==> src/rtl/sfpm_pkg.sv <==
/*
  constants, encodings and types for the serial flash pin and space map block.
  assumes a 50 MHz system clock; all link timing is derived from that period.
*/
`default_nettype none

package sfpm_pkg;

  // ==========================================================================
  // timing
  localparam int CLK_PERIOD_NS        = 20;
  localparam int RESTART_PULSE_MIN_NS = 1000;
  localparam int RESTART_CYC          = (RESTART_PULSE_MIN_NS + CLK_PERIOD_NS - 1)
                                        / CLK_PERIOD_NS;
  localparam int RST_CNT_W            = 7;
  localparam logic [RST_CNT_W-1:0] RESTART_CNT = RST_CNT_W'(RESTART_CYC);

  // ==========================================================================
  // main array geometry
  localparam int ARRAY_BYTES  = 2097152;
  localparam int BLOCK_COUNT  = 32;
  localparam int SECTOR_COUNT = 512;
  localparam int PAGE_COUNT   = 8192;
  localparam int MEM_ADDR_W   = $clog2(ARRAY_BYTES);
  localparam int ADDR_W       = 24;
  localparam int SECTOR_LSB   = $clog2(ARRAY_BYTES / SECTOR_COUNT);
  localparam int BLOCK_LSB    = $clog2(ARRAY_BYTES / BLOCK_COUNT);
  localparam int PAGE_LSB     = $clog2(ARRAY_BYTES / PAGE_COUNT);

  // ==========================================================================
  // security register windows and parameter space map
  localparam int          SECREG_LSB      = 12;
  localparam logic [7:0]  SFDP_HDR_RSV    = 8'h10;
  localparam logic [7:0]  SFDP_PARAM_BASE = 8'h30;
  localparam logic [7:0]  SFDP_PARAM_END  = 8'h6f;
  localparam logic [7:0]  SFDP_RSV_BASE   = 8'h70;
  localparam logic [31:0] SFDP_SIGNATURE  = 32'h53464450;
  localparam logic [7:0]  SFDP_HDR_FILL   = 8'hff;
  localparam logic [7:0]  SFDP_PARAM_FILL = 8'hff;
  localparam logic [7:0]  SFDP_RSV_FILL   = 8'hff;

  // ==========================================================================
  // opcodes
  localparam logic [7:0] OP_WREN     = 8'h06;
  localparam logic [7:0] OP_WSTAT    = 8'h01;
  localparam logic [7:0] OP_READ     = 8'h03;
  localparam logic [7:0] OP_PROG     = 8'h02;
  localparam logic [7:0] OP_QREAD    = 8'h6b;
  localparam logic [7:0] OP_QPROG    = 8'h32;
  localparam logic [7:0] OP_SERASE   = 8'h20;
  localparam logic [7:0] OP_BERASE   = 8'hd8;
  localparam logic [7:0] OP_CERASE   = 8'hc7;
  localparam logic [7:0] OP_SFDP     = 8'h5a;
  localparam logic [7:0] OP_SR_PROG  = 8'h42;
  localparam logic [7:0] OP_SR_ERASE = 8'h44;
  localparam logic [7:0] OP_SR_READ  = 8'h48;

  // ==========================================================================
  // phase lengths in link bits, pin enables
  localparam logic [4:0] LEN_BYTE  = 5'd8;
  localparam logic [4:0] LEN_ADDR  = 5'd24;
  localparam logic [4:0] LEN_DUMMY = 5'd8;
  localparam logic [3:0] OE_SINGLE = 4'h2;
  localparam logic [3:0] OE_QUAD   = 4'hf;

  typedef enum logic [2:0] {
    ST_CMD    = 3'b000,
    ST_ADDR   = 3'b001,
    ST_DUMMY  = 3'b010,
    ST_READ   = 3'b011,
    ST_WRITE  = 3'b100,
    ST_WSTAT  = 3'b101,
    ST_IGNORE = 3'b110
  } sfpm_state_e;

  typedef enum logic [1:0] {
    ER_SECTOR = 2'b00,
    ER_BLOCK  = 2'b01,
    ER_CHIP   = 2'b10,
    ER_SECREG = 2'b11
  } sfpm_erase_e;

endpackage

`default_nettype wire

==> src/rtl/sfpm_sync.sv <==
/*
  two flip-flop synchroniser, one chain per bit.
  assumes inputs arrive from outside the clk domain.
*/
`default_nettype none

module sfpm_sync #(
  parameter int WIDTH = 6
) (
  input  wire logic             clk,
  input  wire logic             arst_n,
  input  wire logic [WIDTH-1:0] d,
  output logic      [WIDTH-1:0] q
);

  // ==========================================================================
  // per-bit chains
  genvar i;
  generate
    for (i = 0; i < WIDTH; i++) begin : g_bit
      logic meta;
      logic stable;
      always_ff @(posedge clk or negedge arst_n) begin
        if (!arst_n) begin
          meta   <= 1'b0;
          stable <= 1'b0;
        end else begin
          meta   <= d[i];
          stable <= meta;
        end
      end
      assign q[i] = stable;
    end
  endgenerate

endmodule

`default_nettype wire

==> src/rtl/sfpm_core.sv <==
/*
  flash device pin logic: serial link decode, pause and hardware restart on the
  shared pin, write-protect, main array / security register / parameter space map.
  assumes array storage outside (combinational read on mem_addr/mem_space) and the
  status register outside; link pins arrive asynchronous to clk.
*/
`default_nettype none

module sfpm_core (
  input  wire logic                            clk,
  input  wire logic                            arst_n,
  input  wire logic                            sck,
  input  wire logic                            cs_n,
  input  wire logic [3:0]                      io_in,
  output logic      [3:0]                      io_out,
  output logic      [3:0]                      io_oe,
  input  wire logic                            quad_enable_bit,
  input  wire logic                            pause_restart_select,
  input  wire logic                            status_guard_bit,
  input  wire logic [2:0]                      lock_bits,
  output logic      [sfpm_pkg::MEM_ADDR_W-1:0] mem_addr,
  output logic      [1:0]                      mem_space,
  input  wire logic [7:0]                      mem_rd_data,
  output logic                                 mem_prog,
  output logic      [7:0]                      mem_prog_data,
  output logic                                 mem_erase,
  output sfpm_pkg::sfpm_erase_e                erase_kind,
  output logic                                 status_wr,
  output logic      [7:0]                      status_wr_data,
  output logic                                 status_wr_refused,
  output logic                                 write_enable_latch,
  output logic                                 paused,
  output logic                                 hw_reset_active
);
  import sfpm_pkg::*;

  // ==========================================================================
  // pin capture and shared pin function
  logic [5:0]           pins_s;
  logic                 sck_prev;
  logic                 cs_prev;
  logic                 armed;
  logic [RST_CNT_W-1:0] rst_cnt;

  sfpm_sync #(.WIDTH(6)) u_sync (
    .clk    (clk),
    .arst_n (arst_n),
    .d      ({sck, cs_n, io_in}),
    .q      (pins_s)
  );

  wire       sck_s     = pins_s[5];
  wire       cs_n_s    = pins_s[4];
  wire [3:0] io_s      = pins_s[3:0];
  wire       wp_active = !quad_enable_bit && !io_s[2];
  wire       hold_sel  = !quad_enable_bit && !pause_restart_select;
  wire       reset_sel = !quad_enable_bit && pause_restart_select;
  wire       paused_w  = hold_sel && !io_s[3] && !cs_n_s;
  wire       abort     = (rst_cnt == RESTART_CNT);
  wire       live      = armed && !cs_n_s && !paused_w && !abort;
  wire       rise      = sck_s && !sck_prev && live;
  wire       fall      = !sck_s && sck_prev && live;
  wire       cs_rise   = cs_n_s && !cs_prev;
  wire       cs_fall   = !cs_n_s && cs_prev;

  assign paused          = paused_w;
  assign hw_reset_active = abort;

  always_ff @(posedge clk or negedge arst_n) begin
    if (!arst_n) begin
      sck_prev <= 1'b0;
      cs_prev  <= 1'b0;
    end else begin
      sck_prev <= sck_s;
      cs_prev  <= cs_n_s;
    end
  end

  // a select fall must be seen before the first command after reset
  always_ff @(posedge clk or negedge arst_n) begin
    if (!arst_n) begin
      armed <= 1'b0;
    end else if (abort) begin
      armed <= 1'b0;
    end else if (cs_fall) begin
      armed <= 1'b1;
    end
  end

  // low time on the restart pin, independent of the other pins
  always_ff @(posedge clk or negedge arst_n) begin
    if (!arst_n) begin
      rst_cnt <= '0;
    end else if (reset_sel && !io_s[3]) begin
      if (rst_cnt != RESTART_CNT) begin
        rst_cnt <= rst_cnt + 1'b1;
      end
    end else begin
      rst_cnt <= '0;
    end
  end

  // ==========================================================================
  // command decode
  sfpm_state_e       state;
  logic [4:0]        cnt;
  logic [7:0]        shreg;
  logic [7:0]        opcode;
  logic [ADDR_W-1:0] addr;
  logic              addr_done;
  logic              wel;

  wire quad_in   = (state == ST_WRITE) && (opcode == OP_QPROG);
  wire [4:0] step = quad_in ? 5'd4 : 5'd1;
  wire [7:0] next_in = quad_in ? {shreg[3:0], io_s} : {shreg[6:0], io_s[0]};
  wire [4:0] phase_len = (state == ST_ADDR) ? LEN_ADDR :
                         (state == ST_DUMMY) ? LEN_DUMMY : LEN_BYTE;
  wire last      = ((cnt + step) == phase_len);
  wire op_quad   = quad_enable_bit && (next_in inside {OP_QREAD, OP_QPROG});
  wire op_n_addr = op_quad || (next_in inside {OP_READ, OP_PROG, OP_SERASE, OP_BERASE,
                                               OP_SFDP, OP_SR_PROG, OP_SR_ERASE,
                                               OP_SR_READ});
  wire is_dummy  = opcode inside {OP_SFDP, OP_SR_READ, OP_QREAD};
  wire is_read   = is_dummy || (opcode == OP_READ);
  wire is_prog   = opcode inside {OP_PROG, OP_QPROG, OP_SR_PROG};
  wire is_sec    = opcode inside {OP_SR_PROG, OP_SR_ERASE, OP_SR_READ};
  wire quad_out  = (opcode == OP_QREAD);
  wire mutating  = is_prog || (opcode inside {OP_SERASE, OP_BERASE, OP_CERASE,
                                              OP_SR_ERASE, OP_WSTAT});

  // security window select; register zero holds the parameter space
  wire [1:0] sec_idx    = addr[SECREG_LSB +: 2];
  wire       sec_in_win = (addr[ADDR_W-1:SECREG_LSB+2] == '0);
  wire [3:0] lock_map   = {lock_bits, 1'b1};
  wire       sec_wr_ok  = sec_in_win && !lock_map[sec_idx];
  wire       sfdp_sel   = (opcode == OP_SFDP) || (is_sec && sec_idx == 2'd0);
  wire       wr_allowed = wel && (is_sec ? sec_wr_ok : 1'b1);
  wire       main_strm  = opcode inside {OP_READ, OP_QREAD};
  // reads of the main array run through all of it; pages and windows wrap
  wire [ADDR_W-1:0] next_addr = main_strm ?
      {addr[ADDR_W-1:MEM_ADDR_W], addr[MEM_ADDR_W-1:0] + MEM_ADDR_W'(1)} :
      {addr[ADDR_W-1:PAGE_LSB], addr[PAGE_LSB-1:0] + PAGE_LSB'(1)};

  wire start_read = rise && last && ((state == ST_DUMMY) ||
                    (state == ST_ADDR && is_read && !is_dummy));
  wire wr_fire    = rise && last && (state == ST_WRITE);
  wire st_fire    = rise && last && (state == ST_WSTAT);
  wire guard_blk  = status_guard_bit && wp_active;

  logic fetch_d;
  logic prog_d;

  always_ff @(posedge clk or negedge arst_n) begin
    if (!arst_n) begin
      state     <= ST_CMD;
      cnt       <= '0;
      shreg     <= '0;
      opcode    <= '0;
      addr      <= '0;
      addr_done <= 1'b0;
    end else if (abort || cs_n_s) begin
      state     <= ST_CMD;
      cnt       <= '0;
      opcode    <= '0;
      addr_done <= 1'b0;
    end else begin
      // state survives a pause untouched, so the frame resumes
      if (rise && state != ST_READ && state != ST_IGNORE) begin
        cnt <= last ? 5'd0 : cnt + step;
      end
      if (rise) begin
        case (state)
          ST_CMD: begin
            shreg <= next_in;
            if (last) begin
              opcode <= next_in;
              state  <= op_n_addr ? ST_ADDR :
                        (next_in == OP_WSTAT) ? ST_WSTAT : ST_IGNORE;
            end
          end
          ST_ADDR: begin
            addr <= {addr[ADDR_W-2:0], io_s[0]};
            if (last) begin
              addr_done <= 1'b1;
              state     <= is_dummy ? ST_DUMMY : is_read ? ST_READ :
                           is_prog ? ST_WRITE : ST_IGNORE;
            end
          end
          ST_DUMMY: begin
            if (last) begin
              state <= ST_READ;
            end
          end
          ST_WRITE: begin
            shreg <= next_in;
          end
          ST_WSTAT: begin
            shreg <= next_in;
            if (last) begin
              state <= ST_IGNORE;
            end
          end
          default: begin
          end
        endcase
      end
      if (fetch_d || prog_d) begin
        addr <= next_addr;
      end
    end
  end

  // ==========================================================================
  // read data path
  logic       fetch;
  logic [7:0] out_shift;
  logic [3:0] out_cnt;
  logic       drive_on;

  // reserved and undefined parameter bytes read a fixed fill
  function automatic logic [7:0] sfdp_byte(input logic [7:0] a);
    logic [7:0] b;
    b = SFDP_HDR_FILL;
    if (a >= SFDP_RSV_BASE) begin
      b = SFDP_RSV_FILL;
    end else if (a >= SFDP_PARAM_BASE && a <= SFDP_PARAM_END) begin
      b = SFDP_PARAM_FILL;
    end else if (a < 8'h04) begin
      b = SFDP_SIGNATURE[8 * (3 - int'(a[1:0])) +: 8];
    end
    return b;
  endfunction

  wire [3:0] ostep     = quad_out ? 4'd4 : 4'd1;
  wire       out_last  = ((out_cnt + ostep) == 4'd8);
  wire       emit      = fall && (state == ST_READ);
  wire [7:0] read_byte = sfdp_sel ? sfdp_byte(addr[7:0]) : mem_rd_data;

  assign io_oe = (drive_on && !cs_n_s && !paused_w && !abort) ?
                 (quad_out ? OE_QUAD : OE_SINGLE) : 4'h0;

  always_ff @(posedge clk or negedge arst_n) begin
    if (!arst_n) begin
      fetch   <= 1'b0;
      fetch_d <= 1'b0;
    end else begin
      fetch   <= start_read || (emit && out_last);
      fetch_d <= fetch && !abort;
    end
  end

  always_ff @(posedge clk or negedge arst_n) begin
    if (!arst_n) begin
      out_shift <= '0;
      out_cnt   <= '0;
      io_out    <= '0;
      drive_on  <= 1'b0;
    end else if (cs_n_s || abort) begin
      out_cnt  <= '0;
      drive_on <= 1'b0;
    end else if (emit) begin
      io_out    <= quad_out ? out_shift[7:4] : {2'b00, out_shift[7], 1'b0};
      out_shift <= quad_out ? {out_shift[3:0], 4'h0} : {out_shift[6:0], 1'b0};
      out_cnt   <= out_last ? 4'd0 : out_cnt + ostep;
      drive_on  <= 1'b1;
    end else if (fetch_d) begin
      out_shift <= read_byte;
    end
  end

  // ==========================================================================
  // program path: old byte read, then only cleared bits written
  logic       prog_pend;
  logic [7:0] prog_byte;

  always_ff @(posedge clk or negedge arst_n) begin
    if (!arst_n) begin
      prog_pend     <= 1'b0;
      prog_byte     <= '0;
      prog_d        <= 1'b0;
      mem_prog      <= 1'b0;
      mem_prog_data <= '0;
    end else begin
      prog_pend <= wr_fire && wr_allowed;
      if (wr_fire) begin
        prog_byte <= next_in;
      end
      prog_d   <= prog_pend && !abort;
      mem_prog <= prog_d;
      if (prog_d) begin
        mem_prog_data <= mem_rd_data & prog_byte;
      end
    end
  end

  // ==========================================================================
  // frame end: erase, write-enable latch; status byte decision
  wire cmd_end   = cs_rise && (state == ST_IGNORE);
  wire er_sector = (opcode == OP_SERASE) && addr_done;
  wire er_block  = (opcode == OP_BERASE) && addr_done;
  wire er_chip   = (opcode == OP_CERASE);
  wire er_sec    = (opcode == OP_SR_ERASE) && addr_done && sec_wr_ok;
  wire erase_go  = cmd_end && wel && !abort &&
                   (er_sector || er_block || er_chip || er_sec);
  wire [MEM_ADDR_W-1:0] erase_base =
      er_block  ? {addr[MEM_ADDR_W-1:BLOCK_LSB], BLOCK_LSB'(0)} :
      er_sector ? {addr[MEM_ADDR_W-1:SECTOR_LSB], SECTOR_LSB'(0)} :
      '0;

  assign write_enable_latch = wel;

  always_ff @(posedge clk or negedge arst_n) begin
    if (!arst_n) begin
      mem_erase  <= 1'b0;
      erase_kind <= ER_SECTOR;
      mem_addr   <= '0;
      mem_space  <= 2'b00;
    end else begin
      mem_erase <= erase_go;
      if (erase_go) begin
        erase_kind <= er_block ? ER_BLOCK : er_sector ? ER_SECTOR :
                      er_chip ? ER_CHIP : ER_SECREG;
      end
      mem_addr  <= erase_go ? erase_base : addr[MEM_ADDR_W-1:0];
      mem_space <= is_sec ? sec_idx : 2'b00;
    end
  end

  always_ff @(posedge clk or negedge arst_n) begin
    if (!arst_n) begin
      wel <= 1'b0;
    end else if (abort) begin
      wel <= 1'b0;
    end else if (cmd_end && opcode == OP_WREN) begin
      wel <= 1'b1;
    end else if (cs_rise && state != ST_CMD && mutating) begin
      wel <= 1'b0;
    end
  end

  always_ff @(posedge clk or negedge arst_n) begin
    if (!arst_n) begin
      status_wr         <= 1'b0;
      status_wr_refused <= 1'b0;
      status_wr_data    <= '0;
    end else begin
      status_wr         <= st_fire && wel && !guard_blk;
      status_wr_refused <= st_fire && (!wel || guard_blk);
      if (st_fire) begin
        status_wr_data <= next_in;
      end
    end
  end
endmodule

`default_nettype wire

==> config.mk <==
export PLATFORM = sky130hd
export DESIGN_NAME = sfpm_core
export DESIGN_NICKNAME = d
export VERILOG_FILES = /design/src/rtl/sfpm_pkg.sv /design/src/rtl/sfpm_sync.sv /design/src/rtl/sfpm_core.sv
export SDC_FILE = /design/constraint.sdc
export NUM_CORES = 1
export LEC_CHECK = 0
export BUFFER_PORTS_ARGS = -buffer_cell sky130_fd_sc_hd__buf_2
export CAP_MARGIN = 20
export CELL_PAD_IN_SITES_DETAIL_PLACEMENT = 0
export CELL_PAD_IN_SITES_GLOBAL_PLACEMENT = 1
export CORE_UTILIZATION = 41
export DETAILED_ROUTE_END_ITERATION = 12
export PLACE_DENSITY_LB_ADDON = 0.05
export SLEW_MARGIN = 20
export SYNTH_ARGS = -nofsm -noshare
export SYNTH_HDL_FRONTEND = slang
export SYNTH_SLANG_ARGS = --single-unit
==> constraint.sdc <==
create_clock -name clk -period 3.7 [get_ports clk]
set_clock_uncertainty 0.1 [all_clocks]
set_input_delay 0.555 -clock clk [delete_from_list [all_inputs] [get_ports clk]]
set_output_delay 0.555 -clock clk [all_outputs]
set_load 0.02 [all_outputs]
==> metrics, run 1 <==
die area 18900 um2; Post-synth top cells dfrtp_1, nand2_1, nor2_1, o21ai_0; FF-to-FF End prog_byte[2]; Flop pwr share 47.6%; drc violations 0; postcts setup bufs 0; Reg clk slew, reported paths 0.06 ns; Final Cycle Share 95.0%; internal reg-to-reg setup slack 0.19 ns; vias in the first global route 6106; vias per cell 5.76; Worst VDD drop 0.000338 V; Cell Rows 49; vias 6375; Core Box Area 18000 um2; Comb pwr share 6.6%; routed wl met3 681 um; Inserted Diodes 0; max_slew headroom 48.1%; post-route ant nets 0; syn_nets 821; Slew Limit Fails 0; clk buf depth 2; crit path kind reg -> reg; I/O Buffers 77; post-layout util 49.0%; Worst path top cell family by delay simple AND/OR/NAND/NOR gates; CP Max Fanout 8; ys async rst share 100%; Worst EP arrival 3.72 ns; cell type with the largest total area after synthesis dfrtp_1; Setup-failing EPs final 0; synth warn 0; CP Capture Point prog_byte[2]; mean area per synthesized cell 9.51 um2; PwrDens 403 nW/um2; Power Internal 2630 uW; placer congestion estimate 0.858; crit-path cells or4b_4, nor3_2, nor2_1, ha_1, and2_1, o2111ai_2, nand3_2, a2111oi_4, and3_2, mux2_1; Syn Inst Count 791; Max stage delay on crit path 0.58 ns; register area share after synthesis 48.3%; DRT iter0 DRCs 413; die width 137 um; Synth Register Bits 145; critical path required time 3.91 ns; boundary pin count 78; drt total wl 20200 um; CTS H-tree lvls 4; Top Metal Used met4; Tmin final 3.51 ns; Final nets 896; grt total ovfl 0; top-count cell post-synth dfrtp_1; Pre-Repair DR Iteration Count 7; synthesized cell area 7520 um2; maxcap violations 0; drt wl/cell 18.3 um; number of flops mapped to enable cells by yosys 0; clk_lat worst skew 0.43 ns; setup TNS 0 ns; CP max stage cell or4b_4; outcome finished, final reports clean; Routed met1 length 9210 um; GRT Total Usage 22.9%; Die H 137 um; Setup crit start kind flip-flop; Starting Density 41.9%; clock sink total 145; r2r worst-path depth 10; fmax 285 MHz; Clock power frac 45.8%; RSZ-0062 raised after global routing no; Hold Vio Cnt, Final 0; Worst Tran Pin Value 0.772 ns; CTS tree done; CTS root buf clkbuf_16; CP Buf/Inv Count 0; leakage power 0.00409 uW; endpoint class of the critical path flip-flop; largest net degree at the start of global routing 81; first-pass GRT wire length 33000 um; Crit path depth 10; Crit Reg-Reg Startpoint opcode[0]; Area growth syn-to-layout 17.1%; Switching Share 26.0%; layout cells sized above 1 18.8%; synth unique cells 72; critical path launch point opcode[0]; post-synth top area share 48.3%; Post-synth top flop dfrtp_1; Synth area leaders dfrtp_1, nand2_1, o21ai_0; Worst Hold Class in -> async; hpwl dp 14400 um; metal2 WL 9980 um; Psw 922 uW; initial antenna violation count 0; clock buffer count from CTS 17
## layer usage
metal  global-route usage, %  vias up
met3                    3.83       32
li1                        -     3013
met2                    37.3      180
met5                       0        -
met1                    30.7     3150
met4                    7.51        0
## how the worst min path moves through the flow
stage,startpoint,to,cells after the start
2_1_floorplan,arst_n,addr[0],0
3_3_place_gp,u_sync.g_bit[3].meta,u_sync.g_bit[3].stable,0
3_5_place_dp,u_sync.g_bit[4].meta,u_sync.g_bit[4].stable,0
4_1_cts,arst_n,mem_addr[20],1
5_1_grt,io_in[0],u_sync.g_bit[0].meta,1
6_report,arst_n,mem_addr[20],1
## cells by family after synthesis
kind of cell / share of synthesized area (%)
and+or+nand+nor: 22.3
DFF: 48.3
muxes: 5.36
adders and majority gates: 1.33
AOI/OAI and AO/OA: 16.4
xor gates and xnor gates: 1.86
buffers and inverters: 4.48
## power groups by stage
stage	clock network [uW]	registers [uW]	logic, uW
6_report	1620	1690	236
3_3_place_gp	0	1710	236
4_1_cts	1660	1690	242
3_5_place_dp	0	1720	240
5_1_grt	1720	1700	269
2_1_floorplan	0	1670	161
## timing repair
item | in CTS | in global routing
setup endpoints to repair | 0 | 7
resized for setup | 0 | 1
hold buffers | 0 | 0
## layout make-up
type                            count  area [um2]
Clock buffer                       19         433
Clock inverter                     12         114
Fill cell                        1729        9160
Inverter                           32         120
Multi-Input combinational cell    561        3580
Sequential cell                   145        3630
Tap cell                          229         287
Timing Repair Buffer              109         644
## metrics by stage
stage                     power [uW]  hold slack [ns]  cells  area [um2]  setup slack [ns]
after CTS                       3580           0.0980   1107        8810            0.0909
after global placement          1950            0.234   1076        8260             0.263
after detailed placement        1960            0.236   1076        8260             0.111
after global routing            3690            0.111   1107        8810            0.0271
final                           3550           0.0541   1107        8810             0.186
after floorplan                 1840            0.159    791        7540            0.0194
## placed cells by master (no fill, tap or decap), types with 16 or more instances in the layout
master	n
buf_4	31
inv_1	31
mux2i_1	20
and2_1	19
nand4_1	16
nand2_1	82
clkbuf_16	17
buf_2	76
nor2_1	55
nand3_1	43
dfrtp_1	145
o21ai_0	55
a21oi_1	31
## state kept, by name (all words and copies together) (netlist names), 2 cells and up
register and flops:
mem_prog_data 8, out_cnt 4, status_wr_data 8, cnt 5, prog_byte 8, addr 24, out_shift 8, mem_space 2
mem_addr 21, erase_kind 2, rst_cnt 7, opcode 8, state 3, shreg 7, io_out 4, u_sync.g_bit.meta 6
u_sync.g_bit.stable 6
Note: power is estimated with default switching activity, not from simulation.
==> run 2: changes to the inputs <==
- BUFFER_PORTS_ARGS: -buffer_cell sky130_fd_sc_hd__buf_2 -> -buffer_cell sky130_fd_sc_hd__buf_4
- RECOVER_POWER: default -> 50
==> run 2 against run 1 <==
The flow now finishes with violations (capacitance limit, slew limit). Power is 4.2% higher. Die area unchanged. Sequential power hardly changed. Sequential share of layout area shrank 0.89 points. Critical path depth unchanged. Wire length hardly changed. Register-to-register slack improved by 0.06 ns. Largest power group is now clock. Global-route usage down 0.27 points. Via count fell by 0.78%. Worst hold slack better by 0.096 ns. Highest routed layer unchanged. Combinational power about the same.
==> metrics, run 2 (synthesis results as in run 1) <==
outcome finished with violations (was finished, final reports clean); failing checks capacitance limit, slew limit; Hold Vio Cnt, Final 0 (unchanged); Pwr Total 3700 uW (was 3550 uW); cts repair resizes 0 (unchanged); RSZ-0062 raised after global routing no (unchanged); endpoint class of the critical path flip-flop (unchanged); setup TNS 0 ns (unchanged); drt wl/cell 18.3 um (about the same); Slew Limit Fails 68 (was 0); layout cells sized above 1 18.6% (was 18.8%); Crit Reg-Reg Startpoint opcode[0] (unchanged); Final nets 893 (was 896); CTS root buf clkbuf_16 (unchanged); post-route ant nets 0 (unchanged); placer congestion estimate 0.871 (was 0.858); clk buf depth 2 (unchanged); Tmin final 3.46 ns (was 3.51 ns); M2 GR Usage 37.2% (was 37.3%); Pre-Repair DR Iteration Count 5 (was 7); grt total ovfl 0 (unchanged); max_slew headroom -14.7% (was 48.1%); Filler Cell Count 1721 (was 1729); clock buffer count from CTS 17 (unchanged); critical path required time 3.91 ns (about the same); Top Usage Layer GRT met2 (unchanged); Hold EP u_sync.g_bit[5].meta; boundary pin count 78 (unchanged); DRT iter0 DRCs 345 (was 413); Worst Hold Depth 1; commonest non-fill, non-tap cell in the layout dfrtp_1 (unchanged); met3 Use GR 4.53% (was 3.83%); maxcap violations 1 (was 0); Hold Path Origin sck; Inserted Diodes 0 (unchanged); vias in the first global route 6133 (was 6106); Worst Tran Pin Value 1.72 ns (was 0.772 ns); Core Box Area 18000 um2 (unchanged); crit path kind reg -> reg (unchanged); largest net degree at the start of global routing 68 (was 81); internal reg-to-reg setup slack 0.24 ns (was 0.19 ns); CTS tree done (unchanged); Final Cycle Share 93.5% (was 95.0%); Starting Density 41.9% (unchanged); Worst Hold Class in -> reg (was in -> async); max reg flops 24 (unchanged); hpwl dp 14300 um (was 14400 um); Cell Rows 49 (unchanged); Setup crit start kind flip-flop (unchanged); GRT Total Usage 22.6% (was 22.9%); first-pass GRT wire length 32600 um (was 33000 um); Area growth syn-to-layout 19.7% (was 17.1%); Worst VDD drop 0.000399 V (was 0.000338 V); die width 137 um (unchanged); clock sink total 145 (unchanged); drc violations 0 (unchanged); Worst EP arrival 3.67 ns (was 3.72 ns); fmax 289 MHz (was 285 MHz); FF-to-FF End prog_byte[6] (was prog_byte[2]); I/O Buffers 77 (unchanged); biggest regs addr x24, mem_addr x21 (unchanged); Biggest register addr (unchanged); Setup-failing EPs final 0 (unchanged); met1 GRT Util 29.6% (was 30.7%); clk_lat worst skew 0.43 ns (about the same); PwrDens 411 nW/um2 (was 403 nW/um2); critical path launch point opcode[0] (unchanged); postcts setup bufs 0 (unchanged); vias per cell 5.72 (was 5.76); CP Max Fanout 8 (unchanged); CTS H-tree lvls 4 (unchanged); CTS Hold Bufs 0 (unchanged); leakage power 0.00412 uW (was 0.00409 uW); Reg clk slew, reported paths 0.07 ns (was 0.06 ns); Die H 137 um (unchanged); initial antenna violation count 0 (unchanged); die area 18900 um2 (unchanged); vias 6325 (was 6375); most frequent cells in the layout dfrtp_1, buf_4, nand2_1 (was dfrtp_1, nand2_1, buf_2); r2r worst-path depth 10 (unchanged); drt total wl 20200 um (about the same)
[run 2: cell types whose count changed in the layout (fill, tap and decap cells not counted), moves of 2 or more]
cell,previous run,this run
buf_2,76,0
clkinv_4,4,2
buf_4,31,95
inv_6,1,3
clkbuf_8,0,2
clkbuf_4,0,6
clkbuf_2,0,3
clkinv_2,2,0
[run 2: final cells by class]
cell class	instances	area [um2]	area share [%]
tap	229	287	3.18
clock inverter	13	153	1.70
timing repair buffer	106	781	8.67
sequential	145	3630	40.3
inverter	32	120	1.33
clock buffer	19	453	5.03
multi-input combinational	561	3580	39.8
[run 2: worst max-delay path, cell delays in order (launching register included)]
cell and delay (ns):
dfrtp_1 0.37, or4b_4 0.58, nor3_2 0.17, nor2_1 0.06, ha_1 0.24, and2_1 0.18
o2111ai_2 0.27, nand3_2 0.16, a2111oi_4 0.47, and3_2 0.39, mux2_1 0.35
[run 2: per-layer routing]
layer / vias up / share of wire [%]
li1: 3027 / -
met1: 3127 / 45
met2: 153 / 50
met3: 18 / 3.7
met4: 0 / 1.4
met5: - / 0
[run 2: power by group]
| part | internal (uW) | switching [uW] | leakage [uW] | total, uW |
|---|---|---|---|---|
| Sequential | 1620 | 71.4 | 0.00186 | 1690 |
| Combinational | 92.3 | 146 | 0.00198 | 238 |
| Clock | 1040 | 731 | 0.000281 | 1770 |
[run 2: how the worst max path moves through the flow]
stage / endpoint / slack [ns] / depth (start not counted)
2_1_floorplan: prog_byte[0] / 0.02 / 12
3_5_place_dp: prog_byte[6] / 0.14 / 10
3_3_place_gp: prog_byte[7] / 0.25 / 10
5_1_grt: opcode[7] / 0.06 / 11
6_report: prog_byte[6] / 0.24 / 10
4_1_cts: prog_byte[6] / 0.14 / 10
[run 2: through the flow]
step	cell area (um2)	worst slack (ns)	cells	hold slack [ns]	util, %
2_1_floorplan	7540	0.0194	791	0.159	-
3_3_place_gp	8430	0.254	1073	0.232	46.9
3_5_place_dp	8430	0.145	1073	0.235	46.9
4_1_cts	9030	0.139	1105	0.0483	50.3
5_1_grt	9000	0.0630	1105	0.127	50.1
6_report	9000	0.242	1105	0.150	50.1
